## src/include/sfpe_pkg.sv

```systemverilog
// Purpose: shared constants and types of the flash program/erase sequencer
// Assumes: 100 MHz ref_clk, opcodes and frame lengths counted in bytes
// Notes: protection map decoding lives outside this block
package sfpe_pkg;
    localparam int unsigned CLK_PERIOD_NS = 10;
    localparam int unsigned NS_PER_US = 1000;

    localparam logic [7:0] OP_QUAD_PROG = 8'h32;
    localparam logic [7:0] OP_SECTOR_ERASE = 8'h20;
    localparam logic [7:0] OP_HALF_BLOCK_ERASE = 8'h52;
    localparam logic [7:0] OP_BLOCK_ERASE = 8'hD8;
    localparam logic [7:0] OP_CHIP_ERASE_A = 8'hC7;
    localparam logic [7:0] OP_CHIP_ERASE_B = 8'h60;
    localparam logic [7:0] OP_SUSPEND = 8'h75;
    localparam logic [7:0] OP_RESUME = 8'h7A;
    localparam logic [7:0] OP_WRITE_ENABLE = 8'h06;

    localparam logic [9:0] LEN_OPCODE_ONLY = 10'h001;
    localparam logic [9:0] LEN_WITH_ADDR = 10'h004;
    localparam logic [9:0] LEN_PROG_MIN = 10'h005;
    localparam logic [9:0] BYTE_CNT_MAX = 10'h3FF;
    localparam logic [8:0] PAGE_BYTES = 9'h100;
    localparam int unsigned PAGE_DEPTH = 256;

    localparam logic [2:0] STEP_SINGLE = 3'h1;
    localparam logic [2:0] STEP_QUAD = 3'h4;
    localparam logic [2:0] BIT_CNT_ZERO = 3'h0;

    typedef enum logic [2:0] {
        SFPE_OP_NONE = 3'h0,
        SFPE_OP_PROG = 3'h1,
        SFPE_OP_SECTOR = 3'h2,
        SFPE_OP_HALF_BLOCK = 3'h3,
        SFPE_OP_BLOCK = 3'h4,
        SFPE_OP_CHIP = 3'h5
    } sfpe_op_t;

    typedef enum logic [3:0] {
        SFPE_IDLE = 4'h1,
        SFPE_RUN = 4'h2,
        SFPE_SUSPENDING = 4'h4,
        SFPE_SUSPENDED = 4'h8
    } sfpe_state_t;

    // busy time in whole cycles, never below one
    function automatic logic [31:0] us_to_cyc(input int unsigned us);
        int unsigned c;
        c = us * (NS_PER_US / CLK_PERIOD_NS);
        return (c == 0) ? 32'h1 : 32'(c);
    endfunction

    // longest time rounds down, never below one cycle
    function automatic logic [31:0] ns_to_cyc_floor(input int unsigned ns);
        int unsigned c;
        c = ns / CLK_PERIOD_NS;
        return (c == 0) ? 32'h1 : 32'(c);
    endfunction
endpackage

```

## src/design/sfpe_pin_sync.sv

```systemverilog
// Purpose: three-stage synchroniser for asynchronous pins
// Assumes: pins may change at any time relative to ref_clk
// Notes: output moves only once stages two and three agree
`timescale 1ns/10ps
module sfpe_pin_sync #(
    parameter int unsigned W = 1
) (
    input wire logic ref_clk,
    input wire logic rstn,
    input wire logic [W-1:0] pin_in,
    output logic [W-1:0] pin_out
);
    logic [W-1:0] s1_reg;
    logic [W-1:0] s2_reg;
    logic [W-1:0] s3_reg;

    genvar i;
    generate
        for (i = 0; i < W; i++) begin : g_bit
            always_ff @(posedge ref_clk or negedge rstn) begin
                if (!rstn) begin
                    s1_reg[i] <= 1'b1;
                    s2_reg[i] <= 1'b1;
                    s3_reg[i] <= 1'b1;
                    pin_out[i] <= 1'b1;
                end else begin
                    s1_reg[i] <= pin_in[i];
                    s2_reg[i] <= s1_reg[i];
                    s3_reg[i] <= s2_reg[i];
                    if (s2_reg[i] == s3_reg[i]) begin
                        pin_out[i] <= s3_reg[i];
                    end
                end
            end
        end
    endgenerate
endmodule

```

## src/design/sfpe_cycle_timer.sv

```systemverilog
// Purpose: pausable down-counter for self-timed cycles
// Assumes: load and run are same-clock levels
// Notes: holding run low freezes the remaining count, used for suspend
`timescale 1ns/10ps
module sfpe_cycle_timer (
    input wire logic ref_clk,
    input wire logic rstn,
    input wire logic load,
    input wire logic [31:0] load_val,
    input wire logic run,
    output logic done
);
    logic [31:0] remain_reg;

    always_ff @(posedge ref_clk or negedge rstn) begin
        if (!rstn) begin
            remain_reg <= 32'h0;
        end else if (load) begin
            remain_reg <= load_val;
        end else if (run && remain_reg != 32'h0) begin
            remain_reg <= remain_reg - 32'h1;
        end
    end

    assign done = run && !load && (remain_reg == 32'h1);
endmodule

```

## src/design/sfpe_flash_seq.sv

```systemverilog
// Purpose: program/erase/suspend command sequencer of a serial flash
// Assumes: host drives spi_sck, spi_cs_n and data lines asynchronously
// Notes: array access is done by an executor fed from op_* outputs
// Contract
// quad page program only accepted while quad_io_enable is one
// quad program frame: 32h, 24-bit address, data bytes on four lines; the code also shifts the address in on four lines
// program at most 256 bytes into an erased page
// host keeps chip select low while data shifts in
// 20h plus address erases one 4K-byte sector
// 52h plus address erases one 32K-byte block
// D8h plus address erases one 64K-byte block
// C7h or 60h without address erases the whole array
// program and erase refused unless write_latch_flag is one
// execute only if chip select rises on a whole byte boundary
// busy reads one during the cycle, zero when done
// write_latch_flag cleared when the cycle completes
// protected target or any protection blocks the operation
// suspend accepted only if not suspended and busy on erase/program
// suspend ignored during chip erase
// erase and status write refused while an erase is suspended
// program and status write refused while a program is suspended
// suspend sets suspended flag at once, busy drops within latency
// host waits suspend latency after resume before suspending again
// power loss leaves the device unsuspended, flag zero
// resume accepted only when suspended and not busy
// program data past page end wraps to page start
// bits shift msb first on rising clock while chip select low
`timescale 1ns/10ps
module sfpe_flash_seq #(
    parameter int unsigned PROG_TIME_US = 800,
    parameter int unsigned SECTOR_ERASE_TIME_US = 60000,
    parameter int unsigned HALF_BLOCK_ERASE_TIME_US = 120000,
    parameter int unsigned BLOCK_ERASE_TIME_US = 150000,
    parameter int unsigned FULL_ERASE_TIME_US = 1000000,
    parameter int unsigned SUSPEND_LATENCY_NS = 20000
) (
    input wire logic ref_clk,
    input wire logic rstn,
    input wire logic spi_sck,
    input wire logic spi_cs_n,
    input wire logic data_line0,
    input wire logic data_line1,
    input wire logic data_line2,
    input wire logic data_line3,
    input wire logic quad_io_enable,
    input wire logic frame_addr_protected,
    input wire logic any_area_protected,
    input wire logic [7:0] buf_rd_idx,
    output logic [23:0] frame_addr,
    output logic busy_flag,
    output logic write_latch_flag,
    output logic suspended_flag,
    output logic status_write_allowed,
    output logic op_start,
    output logic op_done,
    output sfpe_pkg::sfpe_op_t op_kind,
    output logic [23:0] op_addr,
    output logic [8:0] op_count,
    output logic [7:0] buf_rd_data
);
    localparam logic [31:0] SUS_CYC =
        sfpe_pkg::ns_to_cyc_floor(SUSPEND_LATENCY_NS);

    logic sck_f;
    logic cs_n_f;
    logic [3:0] dl_f;
    logic sck_prev_reg;
    logic cs_prev_reg;
    logic [2:0] bit_cnt_reg;
    logic [7:0] shift_reg;
    logic [9:0] byte_cnt_reg;
    logic [7:0] opcode_reg;
    logic [23:0] addr_reg;
    logic [8:0] data_cnt_reg;
    logic quad_reg;
    logic [7:0] page_buf [sfpe_pkg::PAGE_DEPTH];
    sfpe_pkg::sfpe_state_t st_reg;
    sfpe_pkg::sfpe_state_t st_next;
    logic wel_reg;

    sfpe_pin_sync #(
        .W(6)
    ) u_sync (
        .ref_clk(ref_clk),
        .rstn(rstn),
        .pin_in({spi_sck, spi_cs_n, data_line3, data_line2, data_line1,
                 data_line0}),
        .pin_out({sck_f, cs_n_f, dl_f})
    );

    // command decode used for both the start check and the busy time
    function automatic sfpe_pkg::sfpe_op_t op_decode(input logic [7:0] op,
                                                     input logic quad_ok);
        case (op)
            sfpe_pkg::OP_QUAD_PROG:
                return quad_ok ? sfpe_pkg::SFPE_OP_PROG
                               : sfpe_pkg::SFPE_OP_NONE;
            sfpe_pkg::OP_SECTOR_ERASE: return sfpe_pkg::SFPE_OP_SECTOR;
            sfpe_pkg::OP_HALF_BLOCK_ERASE: return sfpe_pkg::SFPE_OP_HALF_BLOCK;
            sfpe_pkg::OP_BLOCK_ERASE: return sfpe_pkg::SFPE_OP_BLOCK;
            sfpe_pkg::OP_CHIP_ERASE_A: return sfpe_pkg::SFPE_OP_CHIP;
            sfpe_pkg::OP_CHIP_ERASE_B: return sfpe_pkg::SFPE_OP_CHIP;
            default: return sfpe_pkg::SFPE_OP_NONE;
        endcase
    endfunction

    // frame sampling
    wire sck_rise = sck_f && !sck_prev_reg && !cs_n_f;
    wire cs_rise = cs_n_f && !cs_prev_reg;
    wire [2:0] step = quad_reg ? sfpe_pkg::STEP_QUAD : sfpe_pkg::STEP_SINGLE;
    wire [2:0] bit_cnt_next = bit_cnt_reg + step;
    wire byte_done = sck_rise && (bit_cnt_next == sfpe_pkg::BIT_CNT_ZERO);
    wire [7:0] shift_next = quad_reg ? {shift_reg[3:0], dl_f}
                                     : {shift_reg[6:0], dl_f[0]};
    wire is_opcode_byte = (byte_cnt_reg == 10'h000);
    wire is_addr_byte = (byte_cnt_reg != 10'h000)
                     && (byte_cnt_reg < sfpe_pkg::LEN_WITH_ADDR);
    wire [9:0] data_pos = byte_cnt_reg - sfpe_pkg::LEN_WITH_ADDR;
    wire [7:0] page_idx = addr_reg[7:0] + data_pos[7:0];
    wire suspended_any = (st_reg == sfpe_pkg::SFPE_SUSPENDING)
                      || (st_reg == sfpe_pkg::SFPE_SUSPENDED);
    wire buf_wr = byte_done && !is_opcode_byte && !is_addr_byte
               && quad_reg && (st_reg == sfpe_pkg::SFPE_IDLE);

    always_ff @(posedge ref_clk or negedge rstn) begin
        if (!rstn) begin
            sck_prev_reg <= 1'b1;
            cs_prev_reg <= 1'b1;
        end else begin
            sck_prev_reg <= sck_f;
            cs_prev_reg <= cs_n_f;
        end
    end

    // chip select high restarts the frame; a partial byte is left behind
    always_ff @(posedge ref_clk or negedge rstn) begin
        if (!rstn) begin
            bit_cnt_reg <= 3'h0;
            shift_reg <= 8'h00;
            byte_cnt_reg <= 10'h000;
            opcode_reg <= 8'h00;
            addr_reg <= 24'h000000;
            data_cnt_reg <= 9'h000;
            quad_reg <= 1'b0;
        end else if (cs_n_f) begin
            if (cs_rise) begin
                quad_reg <= 1'b0;
            end else begin
                bit_cnt_reg <= 3'h0;
                byte_cnt_reg <= 10'h000;
                data_cnt_reg <= 9'h000;
            end
        end else if (sck_rise) begin
            bit_cnt_reg <= bit_cnt_next;
            shift_reg <= shift_next;
            if (byte_done) begin
                if (byte_cnt_reg != sfpe_pkg::BYTE_CNT_MAX) begin
                    byte_cnt_reg <= byte_cnt_reg + 10'h001;
                end
                if (is_opcode_byte) begin
                    opcode_reg <= shift_next;
                    // only an enabled quad program switches lanes
                    quad_reg <= (shift_next == sfpe_pkg::OP_QUAD_PROG)
                             && quad_io_enable;
                end else if (is_addr_byte) begin
                    addr_reg <= {addr_reg[15:0], shift_next};
                end else if (data_cnt_reg != sfpe_pkg::PAGE_BYTES) begin
                    data_cnt_reg <= data_cnt_reg + 9'h001;
                end
            end
        end
    end

    // page buffer; later bytes for the same slot overwrite earlier ones
    always_ff @(posedge ref_clk) begin
        if (buf_wr) begin
            page_buf[page_idx] <= shift_next;
        end
    end

    // end-of-frame decisions
    wire whole_bytes = (bit_cnt_reg == sfpe_pkg::BIT_CNT_ZERO);
    sfpe_pkg::sfpe_op_t frame_op;
    assign frame_op = op_decode(opcode_reg, quad_io_enable);
    wire len_ok =
        (frame_op == sfpe_pkg::SFPE_OP_PROG)
            ? (byte_cnt_reg >= sfpe_pkg::LEN_PROG_MIN)
            : (frame_op == sfpe_pkg::SFPE_OP_CHIP)
                ? (byte_cnt_reg == sfpe_pkg::LEN_OPCODE_ONLY)
                : (byte_cnt_reg == sfpe_pkg::LEN_WITH_ADDR);
    wire target_locked = (frame_op == sfpe_pkg::SFPE_OP_CHIP)
                       ? any_area_protected : frame_addr_protected;
    wire frame_end = cs_rise && whole_bytes;
    wire one_byte = (byte_cnt_reg == sfpe_pkg::LEN_OPCODE_ONLY);
    // idle-only start: suspended states refuse every program/erase
    wire start_ok = frame_end && len_ok && wel_reg && !target_locked
                 && (frame_op != sfpe_pkg::SFPE_OP_NONE)
                 && (st_reg == sfpe_pkg::SFPE_IDLE);
    wire suspend_ok = frame_end && one_byte
                   && (opcode_reg == sfpe_pkg::OP_SUSPEND)
                   && (st_reg == sfpe_pkg::SFPE_RUN)
                   && (op_kind != sfpe_pkg::SFPE_OP_CHIP);
    wire resume_ok = frame_end && one_byte
                  && (opcode_reg == sfpe_pkg::OP_RESUME)
                  && (st_reg == sfpe_pkg::SFPE_SUSPENDED);
    wire wel_set = frame_end && one_byte
                && (opcode_reg == sfpe_pkg::OP_WRITE_ENABLE)
                && !busy_flag;

    wire [31:0] busy_cyc =
        (frame_op == sfpe_pkg::SFPE_OP_PROG)
            ? sfpe_pkg::us_to_cyc(PROG_TIME_US)
        : (frame_op == sfpe_pkg::SFPE_OP_SECTOR)
            ? sfpe_pkg::us_to_cyc(SECTOR_ERASE_TIME_US)
        : (frame_op == sfpe_pkg::SFPE_OP_HALF_BLOCK)
            ? sfpe_pkg::us_to_cyc(HALF_BLOCK_ERASE_TIME_US)
        : (frame_op == sfpe_pkg::SFPE_OP_BLOCK)
            ? sfpe_pkg::us_to_cyc(BLOCK_ERASE_TIME_US)
            : sfpe_pkg::us_to_cyc(FULL_ERASE_TIME_US);

    logic op_timer_done;
    logic sus_timer_done;

    // the operation timer keeps its count across a suspend
    sfpe_cycle_timer u_op_timer (
        .ref_clk(ref_clk),
        .rstn(rstn),
        .load(start_ok),
        .load_val(busy_cyc),
        .run(st_reg == sfpe_pkg::SFPE_RUN),
        .done(op_timer_done)
    );

    sfpe_cycle_timer u_sus_timer (
        .ref_clk(ref_clk),
        .rstn(rstn),
        .load(suspend_ok),
        .load_val(SUS_CYC),
        .run(st_reg == sfpe_pkg::SFPE_SUSPENDING),
        .done(sus_timer_done)
    );

    always_comb begin
        st_next = st_reg;
        case (st_reg)
            sfpe_pkg::SFPE_IDLE: begin
                if (start_ok) begin
                    st_next = sfpe_pkg::SFPE_RUN;
                end
            end
            sfpe_pkg::SFPE_RUN: begin
                // completion first: a suspend would freeze a spent timer
                if (op_timer_done) begin
                    st_next = sfpe_pkg::SFPE_IDLE;
                end else if (suspend_ok) begin
                    st_next = sfpe_pkg::SFPE_SUSPENDING;
                end
            end
            sfpe_pkg::SFPE_SUSPENDING: begin
                if (sus_timer_done) begin
                    st_next = sfpe_pkg::SFPE_SUSPENDED;
                end
            end
            sfpe_pkg::SFPE_SUSPENDED: begin
                if (resume_ok) begin
                    st_next = sfpe_pkg::SFPE_RUN;
                end
            end
            default: st_next = sfpe_pkg::SFPE_IDLE;
        endcase
    end

    // reset stands for power-up: any suspension is dropped
    always_ff @(posedge ref_clk or negedge rstn) begin
        if (!rstn) begin
            st_reg <= sfpe_pkg::SFPE_IDLE;
            wel_reg <= 1'b0;
        end else begin
            st_reg <= st_next;
            if (op_timer_done && st_reg == sfpe_pkg::SFPE_RUN) begin
                wel_reg <= 1'b0;
            end else if (wel_set) begin
                wel_reg <= 1'b1;
            end
        end
    end

    always_ff @(posedge ref_clk or negedge rstn) begin
        if (!rstn) begin
            op_start <= 1'b0;
            op_done <= 1'b0;
            op_kind <= sfpe_pkg::SFPE_OP_NONE;
            op_addr <= 24'h000000;
            op_count <= 9'h000;
            buf_rd_data <= 8'h00;
        end else begin
            op_start <= start_ok;
            op_done <= op_timer_done && (st_reg == sfpe_pkg::SFPE_RUN);
            buf_rd_data <= page_buf[buf_rd_idx];
            if (start_ok) begin
                op_kind <= frame_op;
                op_addr <= addr_reg;
                op_count <= data_cnt_reg;
            end
        end
    end

    assign frame_addr = addr_reg;
    assign write_latch_flag = wel_reg;
    assign busy_flag = (st_reg == sfpe_pkg::SFPE_RUN)
                    || (st_reg == sfpe_pkg::SFPE_SUSPENDING);
    assign suspended_flag = suspended_any;
    assign status_write_allowed = !suspended_any;

    logic [31:0] sus_wait_reg;
    always_ff @(posedge ref_clk or negedge rstn) begin
        if (!rstn) begin
            sus_wait_reg <= 32'h0;
        end else if (st_reg == sfpe_pkg::SFPE_SUSPENDING) begin
            sus_wait_reg <= sus_wait_reg + 32'h1;
        end else begin
            sus_wait_reg <= 32'h0;
        end
    end
endmodule

```

## config.mk

```make
export PLATFORM = sky130hd
export DESIGN_NAME = sfpe_flash_seq
export DESIGN_NICKNAME = d
export VERILOG_FILES = /design/src/include/sfpe_pkg.sv /design/src/design/sfpe_pin_sync.sv /design/src/design/sfpe_cycle_timer.sv /design/src/design/sfpe_flash_seq.sv
export SDC_FILE = /design/constraint.sdc
export NUM_CORES = 2
export LEC_CHECK = 0
export BUFFER_PORTS_ARGS = -buffer_cell sky130_fd_sc_hd__buf_4
export CAP_MARGIN = 20
export CORE_MARGIN = 4
export CORE_UTILIZATION = 55
export DETAILED_ROUTE_END_ITERATION = 8
export PLACE_DENSITY = 0.71
export SKIP_LAST_GASP = 1
export SLEW_MARGIN = 20
export SYNTH_ARGS = -nofsm -noshare
export SYNTH_HDL_FRONTEND = slang
export SYNTH_SLANG_ARGS = --single-unit
```

## constraint.sdc

```tcl
create_clock -name ref_clk -period 7.08 [get_ports ref_clk]
set_input_delay 0.708 -clock ref_clk [delete_from_list [all_inputs] [get_ports ref_clk]]
set_output_delay 0.708 -clock ref_clk [all_outputs]
set_load 0.05 [all_outputs]
```

==> results summary <==
The run finished with clean final reports. The arrival time reported for the critical path endpoint is 5.58 ns. The signal on the critical path passes through ha_1 -> ha_1 -> inv_1 -> fa_1 -> nor2b_1 -> o21ai_0 -> a21boi_0 -> o21ai_0 -> a21o_1 -> nand3_1 -> nor2_1. The number of slew-limit violations in the final report came out at 0.

The post-detailed-route DRC marker count came out at 0. The via count of the first global-routing pass was 45900. The highest cell delay on the worst timing path is 0.90 ns. Of all nets on the critical path, the largest fanout is 16.

The detailed-routing iteration count for the pre-antenna-repair pass came out at 6. The later-pin clock latency in the skew report is 0.85 ns. The commonest non-fill, non-tap cell in the layout is sky130_fd_sc_hd__edfxtp_1.

The slew at the pin with the worst max-slew slack is 1.15 ns. The proportion of synthesized flip-flops having asynchronous set or reset is 0.0902. In this run the worst hold path is classified as in -> reg. After floorplanning, the core was divided into 146 placement rows.

The number of hold-slack violations in the final timing report was 0. The top cell types in the final layout, fill and taps aside, are sky130_fd_sc_hd__edfxtp_1 (2048), sky130_fd_sc_hd__mux4_2 (431), sky130_fd_sc_hd__nor2_1 (383), sky130_fd_sc_hd__clkbuf_16 (220), sky130_fd_sc_hd__nand2_1 (193). The worst setup path is launched from a flip-flop. The weighted congestion reported at the end of routability-driven placement came out at 0.859. The total negative slack came out at 0 ns. In this run, CTS created clock tree buffers numbering 215. The combined flip-flop and latch cell area came out at 0.0666 mm2.

Setup repair after global routing left no endpoint under its margin. The cell depth of the worst min-delay path came out at 4. The share of final-layout standard cells stronger than drive strength 1 is 0.200. The critical path is of the reg -> reg type. The maximum number of buffers from clock root to sink is 3. Entering global routing, the biggest net connects 154 pins. The routed wire length came out at 216 mm. The met3 wire length came out at 23.2 mm. The average wire per cell in the routed design came out at 30.0 um.

The half-perimeter wire length after detailed placement is 125 mm. The effective utilization at floorplan came out at 0.557. The number of flip-flops under the largest register name came out at 2048. The cell family contributing the most delay on the critical path is simple AND/OR/NAND/NOR gates. The end of the worst register-to-register path is page_buf[140][3]. The core box area came out at 0.159 mm2. The number of top-level pins is 93. The mean area per synthesized cell came out at 18.7 um2. Of the synthesized area, sequential elements account for 0.752. Among all flip-flop cells after synthesis, the most frequent one is sky130_fd_sc_hd__edfxtp_1. In this run, synthesis produced a sequential element count of 2251. The Yosys warning count is 0.

The number of vias after detailed routing is 46800. The finished layout holds 7196 standard cells, fillers aside. The area of the die came out at 0.167 mm2. Dividing total power by cell area gives a power density of 323 mW/mm2. The most critical setup path has its endpoint at page_buf[140][3].

The worst path in the final design needs a cycle of 5.13 ns, including I/O delays and setup. The number of sinks on the clock net is 2251. The number of enable-type register cells in the synthesized netlist is 2048. The placed cell count came out at 6789. The startpoint identified for the worst register-to-register timing path is frame_addr[1]. The total area of multi-input combinational cells is 0.0207 mm2. The wire length the detailed router placed on met1 came out at 87.2 mm.

The first-pass GRT wire length came out at 318 mm. The total of endpoints with negative setup slack in the final report came out at 0. In this run the tool buffered the top-level ports with 92 buffer cells. The DRC violation total after the first TritonRoute iteration is 6821. The worst clock skew came out at 0.0420 ns. The placed standard-cell area came out at 0.0917 mm2. The peak supply drop came out at 0.433 mV. The worst slew margin relative to its limit came out at 0.215.

The share of the cycle needed by the critical path after routing is 0.724. The number of cells on the worst reg-to-reg path is 11. The total global-route track usage came out at 0.257. In this run the static leakage power is 31.9 nW. The clock tree root driver cell is sky130_fd_sc_hd__clkbuf_16.

TritonCTS built the clock tree. Global routing finished with a remaining overflow of 0. The x dimension of the die is 409 um. The H-tree was split into 4 levels. From synthesis to final layout, the design area changed by 11.6%. Measured along the y axis, the die boundary spans 409 um. The clock-pin slew on the worst setup and hold paths came out at 0.06 ns. The synthesized instance count came out at 4740. The critical path data required time is 7.54 ns.

The residual antenna-violating net count after detailed routing came out at 0. The total length of routed met2 wires is 98.3 mm. The post-CTS setup-driven buffer insertion count is 0. Counting the fill cells in the layout gives 10900. The critical path launch point is frame_addr[1]. The number of library cell types mapped by synthesis came out at 83. The via density per instance is 6.51. The area of the mapped netlist came out at 0.0885 mm2. The flop-to-flop setup slack is 1.95 ns.

Among all stages on the critical path, the largest delay is contributed by sky130_fd_sc_hd__nor2_1. The initial antenna violation count is 9. After detailed routing, no signal wire sits above met5. The max-cap violation count came out at 0. The net count after synthesis is 4785. The critical path buffer and inverter count came out at 1.

The number of nets at the end of the flow came out at 4915. The total stage count of the critical path came out at 11. The worst setup path is captured at a flip-flop. The highest achievable clock rate came out at 0.195 GHz. The cell area after layout is 0.0989 mm2.
==> power breakdown <==
part           internal [mW]  total (mW)  leakage, nW  switching [mW]
Clock                   6.49        11.4         3.40            4.88
Sequential              16.1        16.2         20.8           0.164
Combinational          0.786        4.35         7.69            3.56
Total                   23.4        32.0         31.9            8.61
==> layer usage <==
layer  up-vias  GRT usage
li1      19500          -
met1     24100      0.386
met2      2817      0.382
met3       409     0.0596
met4         4     0.0786
met5         -          0
==> kinds of logic after synthesis <==
family | after synthesis | synth area share
DFF | 2251 | 0.752
and+or+nand+nor | 871 | 0.0454
muxes | 631 | 0.133
AOI/OAI and AO/OA | 588 | 0.0456
buffers and inverters | 322 | 0.0151
xor gates and xnor gates | 45 | 0.00461
adders and majority gates | 32 | 0.00444
==> stage by stage <==
stage                     utilization  total power, mW  setup WS, ns  hold WS [ns]
after floorplan                     -             19.0          2.46         0.345
after detailed placement        0.576             20.8          2.07         0.347
final                           0.621             32.0          1.95         0.266
after global placement          0.576             20.8          2.22         0.346
after CTS                       0.621             32.1          2.02        0.0465
after global routing            0.621             33.0          1.73         0.260
==> how the worst min path moves through the flow <==
stage,slack [ns],from,to
after floorplan,0.35,u_sync.s1_reg[0],u_sync.s2_reg[0]
after global placement,0.35,u_sync.s1_reg[5],u_sync.s2_reg[5]
after detailed placement,0.35,u_sync.s1_reg[4],u_sync.s2_reg[4]
after CTS,0.05,rstn,opcode_reg[7]
after global routing,0.26,quad_io_enable,quad_reg
final,0.27,quad_io_enable,quad_reg
==> synthesized netlist by cell type (20+ instances only) <==
master | number | area, um2
sky130_fd_sc_hd__edfxtp_1 | 2048 | 61500
sky130_fd_sc_hd__mux4_2 | 431 | 9710
sky130_fd_sc_hd__nor2_1 | 389 | 1460
sky130_fd_sc_hd__nand2_1 | 196 | 736
sky130_fd_sc_hd__mux2i_1 | 180 | 1800
sky130_fd_sc_hd__dfrtp_1 | 176 | 4400
sky130_fd_sc_hd__clkbuf_1 | 158 | 593
sky130_fd_sc_hd__a22oi_1 | 156 | 1170
sky130_fd_sc_hd__a21oi_1 | 121 | 606
sky130_fd_sc_hd__buf_2 | 70 | 350
sky130_fd_sc_hd__o21ai_0 | 69 | 345
sky130_fd_sc_hd__inv_1 | 60 | 225
sky130_fd_sc_hd__nand3_1 | 53 | 265
sky130_fd_sc_hd__nor3_1 | 48 | 240
sky130_fd_sc_hd__o221ai_1 | 48 | 420
sky130_fd_sc_hd__o22ai_1 | 38 | 238
sky130_fd_sc_hd__a211oi_1 | 35 | 263
sky130_fd_sc_hd__nor4_1 | 35 | 219
sky130_fd_sc_hd__xnor2_1 | 28 | 245
sky130_fd_sc_hd__dfstp_2 | 27 | 709
sky130_fd_sc_hd__ha_1 | 25 | 313
sky130_fd_sc_hd__buf_1 | 23 | 86.3
sky130_fd_sc_hd__or3_1 | 21 | 131
sky130_fd_sc_hd__mux2_2 | 20 | 225
==> timing repair <==
action / in CTS / in global routing
gates resized for setup: 0 / 0
endpoints found under the hold margin: 6 / 58
hold buffers: 6 / 1
==> worst min-delay path, stage by stage <==
cell and delay (ns):
sky130_fd_sc_hd__buf_4 0.13, sky130_fd_sc_hd__nand3_1 0.06, sky130_fd_sc_hd__or4_1 0.10, sky130_fd_sc_hd__mux2i_1 0.06
==> cell type report <==
cell class,count,area share
Inverter,60,0.00281
Multi-Input combinational cell,2167,0.209
Antenna cell,4,0.000101
Timing Repair Buffer,175,0.0156
Clock inverter,113,0.0124
Sequential cell,2251,0.674
Tap cell,2146,0.0272
Clock buffer,280,0.0588
(Power assumes the default switching activity.)
